--- src/timer_defs.vh ---
// Register map, field positions and reset values of the timer block.
// Assumes an 8-bit register port with 16-bit addresses.
`ifndef TIMER_DEFS_VH
`define TIMER_DEFS_VH

// ****************************************************************
// Register addresses
// ****************************************************************
`define ADDR_WD_RUN_CONTROL  16'ha0a0
`define ADDR_GP_RUN_CONTROL  16'ha0a1
`define ADDR_TIMEOUT_FLAGS   16'ha0a2
`define ADDR_GP_LIMIT        16'ha0a3
`define ADDR_WD_LIMIT        16'ha0a4
`define ADDR_TICK_SELECT     16'ha0a5
`define ADDR_IRQ_MASK        16'ha0a6

// ****************************************************************
// Field positions
// ****************************************************************
`define BIT_COUNT_ENABLE     0
`define BIT_WD_KICK          4
`define BIT_GP_FLAG          0
`define BIT_WD_FLAG          4
`define BIT_GP_IRQ_ENABLE    0
`define BIT_WD_IRQ_ENABLE    4
`define GP_TICK_LSB          0
`define WD_TICK_LSB          4

// ****************************************************************
// Reset values
// ****************************************************************
`define RST_LIMIT            8'hff
`define RST_TICK_SELECT      2'h0

// ****************************************************************
// Time base: reference rate and derived tick rates in Hz, plus seconds per minute
// ****************************************************************
`define REF_HZ               32768
`define RATE_FAST_HZ         1024
`define RATE_WD_FAST_HZ      8
`define SECONDS_PER_MINUTE   60

`endif

--- src/timer_regs.v ---
// General-purpose timer and watchdog timer with their register set.
// Assumes a synchronous 8-bit register port on core_clk and a free
// running 32.768 kHz reference level arriving from another domain.
`timescale 1ns/1ns
`include "timer_defs.vh"

module timer_regs
#(
    parameter WIDTH = 8
)
(
    input  wire             core_clk,
    input  wire             sys_rst,
    input  wire             ref_clk_32k,
    input  wire [15:0]      reg_addr,
    input  wire             reg_wr,
    input  wire             reg_rd,
    input  wire [7:0]       reg_wdata,
    output reg  [7:0]       reg_rdata,
    output reg              timer_irq
);

    // ****************************************************************
    // Reference synchroniser and tick generation
    // ****************************************************************
    localparam integer PRESC_LAST_N = `REF_HZ - 1;
    localparam integer FAST_LAST_N  = (`REF_HZ / `RATE_FAST_HZ) - 1;
    localparam integer WDF_LAST_N   = (`REF_HZ / `RATE_WD_FAST_HZ) - 1;
    localparam integer MIN_LAST_N   = `SECONDS_PER_MINUTE - 1;
    localparam [14:0] PRESC_LAST = PRESC_LAST_N[14:0];
    localparam [4:0]  FAST_LAST  = FAST_LAST_N[4:0];
    localparam [11:0] WDF_LAST   = WDF_LAST_N[11:0];
    localparam [5:0]  MIN_LAST   = MIN_LAST_N[5:0];

    reg                 ref_meta;
    reg                 ref_sync;
    reg                 ref_prev;
    reg  [14:0]         presc;
    reg                 half_hz;
    reg  [5:0]          seconds;
    wire                ref_tick;
    wire                tick_fast;
    wire                tick_wd_fast;
    wire                tick_sec;
    wire                tick_half;
    wire                tick_min;

    // Two flops before any logic looks at the reference
    always @(posedge core_clk)
    begin
        ref_meta <= ref_clk_32k;
        ref_sync <= ref_meta;
        ref_prev <= ref_sync;
    end

    assign ref_tick     = ref_sync & ~ref_prev;
    assign tick_fast    = ref_tick && (presc[4:0] == FAST_LAST);
    assign tick_wd_fast = ref_tick && (presc[11:0] == WDF_LAST);
    assign tick_sec     = ref_tick && (presc == PRESC_LAST);
    assign tick_half    = tick_sec && half_hz;
    assign tick_min     = tick_sec && (seconds == MIN_LAST);

    // One prescaler chain serves every rate, so all ticks stay aligned
    always @(posedge core_clk)
    begin
        if (sys_rst)
        begin
            presc   <= 15'h0000;
            half_hz <= 1'b0;
            seconds <= 6'h00;
        end
        else if (ref_tick)
        begin
            presc <= presc + 15'h0001;
            if (tick_sec)
            begin
                half_hz <= ~half_hz;
                seconds <= (seconds == MIN_LAST) ? 6'h00 : seconds + 6'h01;
            end
        end
    end

    // ****************************************************************
    // Registers
    // ****************************************************************
    reg                 gp_count_enable;
    reg                 wd_count_enable;
    reg                 gp_timeout_flag;
    reg                 wd_timeout_flag;
    reg  [WIDTH-1:0]    gp_timeout_value;
    reg  [WIDTH-1:0]    wd_timeout_value;
    reg  [1:0]          gp_tick_select;
    reg  [1:0]          wd_tick_select;
    reg                 gp_irq_enable;
    reg                 wd_irq_enable;
    reg  [WIDTH-1:0]    gp_count;
    reg  [WIDTH-1:0]    wd_count;
    reg                 gp_tick;
    reg                 wd_tick;
    wire                wr_gp_run;
    wire                wr_wd_run;
    wire                wr_flags;
    wire                wd_kick;
    wire                gp_timeout;
    wire                wd_timeout;

    assign wr_gp_run = reg_wr && (reg_addr == `ADDR_GP_RUN_CONTROL);
    assign wr_wd_run = reg_wr && (reg_addr == `ADDR_WD_RUN_CONTROL);
    assign wr_flags  = reg_wr && (reg_addr == `ADDR_TIMEOUT_FLAGS);
    assign wd_kick   = wr_wd_run && reg_wdata[`BIT_WD_KICK];

    // Time base decode per timer
    always @*
    begin
        case (gp_tick_select)
            2'b00:   gp_tick = ref_tick;
            2'b01:   gp_tick = tick_fast;
            2'b10:   gp_tick = tick_sec;
            default: gp_tick = tick_min;
        endcase
        case (wd_tick_select)
            2'b00:   wd_tick = tick_wd_fast;
            2'b01:   wd_tick = tick_sec;
            2'b10:   wd_tick = tick_half;
            default: wd_tick = tick_min;
        endcase
    end

    // Timeout when the running count meets its limit; a kick in the same cycle holds off the watchdog timeout
    assign gp_timeout = gp_count_enable && (gp_count == gp_timeout_value);
    assign wd_timeout = wd_count_enable && (wd_count == wd_timeout_value) && !wd_kick;

    // Plain settings; reserved addresses take no effect when written
    always @(posedge core_clk)
    begin
        if (sys_rst)
        begin
            gp_timeout_value <= `RST_LIMIT;
            wd_timeout_value <= `RST_LIMIT;
            gp_tick_select   <= `RST_TICK_SELECT;
            wd_tick_select   <= `RST_TICK_SELECT;
            gp_irq_enable    <= 1'b0;
            wd_irq_enable    <= 1'b0;
        end
        else if (reg_wr)
        begin
            if (reg_addr == `ADDR_GP_LIMIT)
                gp_timeout_value <= reg_wdata;
            else if (reg_addr == `ADDR_WD_LIMIT)
                wd_timeout_value <= reg_wdata;
            else if (reg_addr == `ADDR_TICK_SELECT)
            begin
                gp_tick_select <= reg_wdata[`GP_TICK_LSB+1:`GP_TICK_LSB];
                wd_tick_select <= reg_wdata[`WD_TICK_LSB+1:`WD_TICK_LSB];
            end
            else if (reg_addr == `ADDR_IRQ_MASK)
            begin
                gp_irq_enable <= reg_wdata[`BIT_GP_IRQ_ENABLE];
                wd_irq_enable <= reg_wdata[`BIT_WD_IRQ_ENABLE];
            end
        end
    end

    // ****************************************************************
    // General-purpose timer
    // ****************************************************************
    // Timeout beats a same-cycle enable write so the flag and stop agree
    always @(posedge core_clk)
    begin
        if (sys_rst)
        begin
            gp_count_enable <= 1'b0;
            gp_count        <= {WIDTH{1'b0}};
        end
        else if (gp_timeout)
        begin
            gp_count_enable <= 1'b0;
            gp_count        <= {WIDTH{1'b0}};
        end
        else
        begin
            if (wr_gp_run)
                gp_count_enable <= reg_wdata[`BIT_COUNT_ENABLE];
            if (!gp_count_enable || (wr_gp_run && !reg_wdata[`BIT_COUNT_ENABLE]))
                gp_count <= {WIDTH{1'b0}};
            else if (gp_tick)
                gp_count <= gp_count + {{(WIDTH-1){1'b0}}, 1'b1};
        end
    end

    // ****************************************************************
    // Watchdog timer
    // ****************************************************************
    // A kick zeroes the count; its write also loads the enable from bit 0
    always @(posedge core_clk)
    begin
        if (sys_rst)
        begin
            wd_count_enable <= 1'b0;
            wd_count        <= {WIDTH{1'b0}};
        end
        else if (wd_timeout)
        begin
            wd_count_enable <= 1'b0;
            wd_count        <= {WIDTH{1'b0}};
        end
        else
        begin
            if (wr_wd_run)
                wd_count_enable <= reg_wdata[`BIT_COUNT_ENABLE];
            if (!wd_count_enable || wd_kick || (wr_wd_run && !reg_wdata[`BIT_COUNT_ENABLE]))
                wd_count <= {WIDTH{1'b0}};
            else if (wd_tick)
                wd_count <= wd_count + {{(WIDTH-1){1'b0}}, 1'b1};
        end
    end

    // ****************************************************************
    // Timeout flags and interrupt
    // ****************************************************************
    // A timeout in the clearing cycle wins, so no event is lost
    always @(posedge core_clk)
    begin
        if (sys_rst)
        begin
            gp_timeout_flag <= 1'b0;
            wd_timeout_flag <= 1'b0;
        end
        else
        begin
            if (gp_timeout)
                gp_timeout_flag <= 1'b1;
            else if (wr_flags && reg_wdata[`BIT_GP_FLAG])
                gp_timeout_flag <= 1'b0;
            if (wd_timeout)
                wd_timeout_flag <= 1'b1;
            else if (wr_flags && reg_wdata[`BIT_WD_FLAG])
                wd_timeout_flag <= 1'b0;
        end
    end

    // Level interrupt, follows the flags one cycle later
    always @(posedge core_clk)
    begin
        if (sys_rst)
            timer_irq <= 1'b0;
        else
            timer_irq <= (gp_timeout_flag & gp_irq_enable) |
                         (wd_timeout_flag & wd_irq_enable);
    end

    // ****************************************************************
    // Read port
    // ****************************************************************
    // Reserved bits and unmapped addresses read as zero
    always @(posedge core_clk)
    begin
        if (sys_rst)
            reg_rdata <= 8'h00;
        else if (reg_rd)
        begin
            if (reg_addr == `ADDR_WD_RUN_CONTROL)
                reg_rdata <= {7'h00, wd_count_enable};
            else if (reg_addr == `ADDR_GP_RUN_CONTROL)
                reg_rdata <= {7'h00, gp_count_enable};
            else if (reg_addr == `ADDR_TIMEOUT_FLAGS)
                reg_rdata <= {3'h0, wd_timeout_flag, 3'h0, gp_timeout_flag};
            else if (reg_addr == `ADDR_GP_LIMIT)
                reg_rdata <= gp_timeout_value;
            else if (reg_addr == `ADDR_WD_LIMIT)
                reg_rdata <= wd_timeout_value;
            else if (reg_addr == `ADDR_TICK_SELECT)
                reg_rdata <= {2'h0, wd_tick_select, 2'h0, gp_tick_select};
            else if (reg_addr == `ADDR_IRQ_MASK)
                reg_rdata <= {3'h0, wd_irq_enable, 3'h0, gp_irq_enable};
            else
                reg_rdata <= 8'h00;
        end
    end

endmodule

--- config.mk ---
export PLATFORM = sky130hd
export DESIGN_NAME = timer_regs
export DESIGN_NICKNAME = d
export VERILOG_FILES = /design/src/timer_regs.v
export VERILOG_INCLUDE_DIRS = /design/src
export SDC_FILE = /design/constraint.sdc
export NUM_CORES = 1
export LEC_CHECK = 0
export ABC_AREA = 1
export BUFFER_PORTS_ARGS = -buffer_cell sky130_fd_sc_hd__buf_2
export CAP_MARGIN = 20
export CELL_PAD_IN_SITES_DETAIL_PLACEMENT = 1
export CELL_PAD_IN_SITES_GLOBAL_PLACEMENT = 1
export CORE_MARGIN = 5
export CORE_UTILIZATION = 40
export CTS_BUF_LIST = sky130_fd_sc_hd__clkbuf_4 sky130_fd_sc_hd__clkbuf_8 sky130_fd_sc_hd__clkbuf_16
export DETAILED_ROUTE_END_ITERATION = 10
export PLACE_DENSITY = 0.77
export SLEW_MARGIN = 20
export SYNTH_ARGS = -nofsm -noshare
export SYNTH_HDL_FRONTEND = slang
export SYNTH_SLANG_ARGS = --single-unit
--- constraint.sdc ---
create_clock -name core_clk -period 4.6 [get_ports core_clk]
set_input_delay 0.23 -clock core_clk [delete_from_list [all_inputs] [get_ports core_clk]]
set_output_delay 0.23 -clock core_clk [all_outputs]
set_load 0.01 [all_outputs]
==> impl_metrics.csv <==
group,metric,value,unit
run_status,status,"finished, final reports clean",
floorplan,die_width,109,um
clocking,cts-buffers-inserted,9,
routing,wl_met2,5700,um
routing,first_iter_violations,167,
sta,tightest_slew,0.886,ns
logic_synthesis,ys_types,35,
cells_and_area,layout_common_cells,"119 x nand2_1, 76 x dfxtp_1, 66 x inv_1",
sta,setup_violations,0,
clocking,clkTransAtPathRegs,0.08,ns
floorplan,fp-row-count,36,
pwr,pwr_density_cell,280,nW/um^2
clocking,cts_htree_levels,3,
routing,via_per_inst,5.23,
sta,finClkSkew,0.0109,ns
cells_and_area,antenna_cells,0,
logic_synthesis,ys_ff_latch,76,
clocking,clock-root-buffer,"clkbuf_8",
logic_synthesis,yosysSeqAreaShare,39.0,%
cells_and_area,final_nets,628,
logic_synthesis,synth_top_family_by_area,"simple AND/OR/NAND/NOR gates",
sta,hold_violations,0,
logic_synthesis,syn_nets,592,
clocking,ctsResizeCount,0,
logic_synthesis,yosysWarnings,0,
routing,vias,3824,
routing,dr.pass1.iters,4,
cells_and_area,multiInputGateArea,2070,um^2
global_routing,grt_usage,20.4,%
pwr,p_leak,1.83,nW
floorplan,initial_core_util,40.5,%
cells_and_area,seq_area,1520,um^2
sta,fmax,495,MHz
routing,drt-met1-wl,4900,um
worst_setup_path,crit_chain,"ha_1, nand3_1, inv_1, nand2_1, nor2_4, nand2_4, nor3_4, nor2_4, o21ai_1, nor2_1",
global_routing,antenna_found_initial,0,
logic_synthesis,synth.cell_area,3900,um^2
routing,top_layer_used,"met4",
worst_setup_path,critPathCaptureType,"flip-flop",
placed_design,io_buffers,37,
global_routing,grt_first_pass_wirelength,19100,um
pwr,peakVddDrop,0.122,mV
placed_design,dp_hpwl,8520,um
clocking,clkSinkCount,76,
sta,post-route-period-util,43.9,%
worst_setup_path,cp_top_family,"simple AND/OR/NAND/NOR gates",
cells_and_area,fin_cells,731,
worst_setup_path,critPathLaunchType,"flip-flop",
routing,wire_per_inst,15.1,um
placed_design,finalWeightedCongestion,0.827,
global_routing,grt_max_degree,30,
routing,detail-route-antenna-nets,0,
logic_synthesis,synth-xor-area-share,5.16,%
sta,finalCriticalPeriod,2.02,ns
cells_and_area,area_growth,12.8,%
floorplan,die_y,109,um
worst_setup_path,slowest_delay,0.38,ns
job,cap_violations,0,
logic_synthesis,synthAdderAreaFrac,1.60,%
logic_synthesis,avgSynthCellArea,6.99,um^2
worst_setup_path,required,4.86,ns
worst_setup_path,cp_max_fo,9,
global_routing,grt_pass1_vias,4028,
worst_setup_path,cp_slowest_cell,"nor3_4",
clocking,cts.path.max_buffers,2,
cells_and_area,fillCellCount,1291,
clocking,cts_tree,"done",
worst_setup_path,crit_path_frequent_cell,"nor2_4",
floorplan,num_io_pins,38,
logic_synthesis,synthCells,558,
routing,drt-total-wl,11100,um
worst_setup_path,arrival,2.28,ns
sta,slew_violations,0,
worst_hold_path,hold_path_class,"in2reg",
clocking,clkLatencyLatePin,0.36,ns
cells_and_area,drive_gt1_share,12.0,%
sta,fin_setup_tns,0,ns
logic_synthesis,synth_compound_area_share,15.2,%
cells_and_area,mostFrequentLayoutCell,"nand2_1",
sta,relSlewSlack,40.9,%
logic_synthesis,synthMuxAreaShare,0,%
sta,rsz0062_at_grt,"no",
routing,drc,0,
floorplan,fp.coreArea,9640,um^2
logic_synthesis,synth-simple-area-share,31.1,%
worst_setup_path,worst-path-buf-inv,1,
routing,met3WireLength,304,um
floorplan,dieArea,11800,um^2
global_routing,grt-ovfl-total,0,
worst_setup_path,crit_type,"reg2reg",
placed_design,dp_cells,715,
[worst paths after layout]
path / slack [ns] / cells past startpoint / endpoint / start
worst min register to register: 0.34 / 0 / ref_sync / ref_meta
worst max register to register: 2.58 / 10 / gp_count[1] / presc[1]
worst max-delay path: 2.58 / 10 / gp_count[1] / presc[1]
worst min-delay path: 0.13 / 3 / wd_timeout_value[7] / reg_wdata[7]
[cell usage after synthesis (all sizes together)]
library cell    n  area (um^2)
nand3b          2         15.0
nor2           63          279
inv            67          251
clkbuf         10         37.5
nor4            3         18.8
nor3           14         91.3
o31ai           1         7.51
and2            1         6.26
o211ai          7         52.6
o221ai          1         8.76
nand3          37          190
a21oi          55          275
o21ai          31          155
o22ai           8         50.1
a211oi          4         30.0
or2             2         12.5
clkinv          1         5.00
xor2           18          158
nand2         122          475
buf             3         15.0
nand4          20          125
ha              5         62.6
dfxtp          76         1520
xnor2           5         43.8
a22o            1         8.76
a31oi           1         6.26
[stage by stage]
step | utilization, % | power [mW] | setup slack [ns] | cell area, um^2 | hold WS, ns
after CTS | 45.7 | 1.24 | 2.54 | 4400 | 0.112
after global routing | 45.7 | 1.28 | 2.37 | 4400 | 0.136
after floorplan | - | 0.708 | 2.96 | 3900 | 0.258
after global placement | 43.6 | 0.731 | 2.58 | 4200 | 0.320
final | 45.7 | 1.23 | 2.58 | 4400 | 0.125
after detailed placement | 43.6 | 0.734 | 2.51 | 4200 | 0.321
[layout make-up]
class / instances / share of cell area (%)
Timing Repair Buffer: 38 / 4.43
Tap cell: 133 / 3.78
Multi-Input combinational cell: 401 / 47.1
Clock inverter: 5 / 1.19
Inverter: 68 / 5.83
Clock buffer: 10 / 3.13
Sequential cell: 76 / 34.6
[sequential cells by signal (all words and copies together) (netlist names)]
register / cells
ref_prev: 1
reg_rdata: 8
wd_tick_select: 2
wd_timeout_value: 8
presc: 15
gp_count: 8
gp_irq_enable: 1
ref_meta: 1
wd_timeout_flag: 1
timer_irq: 1
half_hz: 1
seconds: 6
ref_sync: 1
gp_tick_select: 2
wd_irq_enable: 1
gp_count_enable: 1
wd_count: 8
gp_timeout_value: 8
wd_count_enable: 1
gp_timeout_flag: 1
[per-layer routing]
layer	GRT usage (%)	vias to the layer above
li1	-	1922
met2	37.6	45
met3	4.09	14
met4	6.40	0
met5	0	-
met1	23.6	1843
[what timing repair did]
item,4_1_cts,5_1_grt
setup buffers,0,0
hold endpoints to repair,1,0
setup endpoints to repair,0,0
hold buffers,1,0
[report_power, final]
| group | switching [mW] | internal (mW) | leakage [nW] | total [mW] |
|---|---|---|---|---|
| clock | 0.253 | 0.260 | 0.0979 | 0.513 |
| combinational | 0.0394 | 0.0168 | 1.12 | 0.0562 |
| sequential | 0.00175 | 0.660 | 0.614 | 0.662 |
[cell families (layout without fill, tap and decap cells)]
logic type               count (synthesis)  in the layout
buffers and inverters                   81            121
AND/OR/NAND/NOR                        264            264
XOR/XNOR                                23             23
adder cells (fa/ha/maj)                  5              5
flip-flops                              76             76
AO/OA/AOI/OAI                          109            109
[worst reg2reg max path, stage by stage (launching register included)]
cell and delay [ns]:
dfxtp_1 0.37, ha_1 0.20, nand3_1 0.13, inv_1 0.10
nand2_1 0.09, nor2_4 0.19, nand2_4 0.12, nor3_4 0.38
nor2_4 0.14, o21ai_1 0.14, nor2_1 0.05
Note: power is estimated with default switching activity, not from simulation.
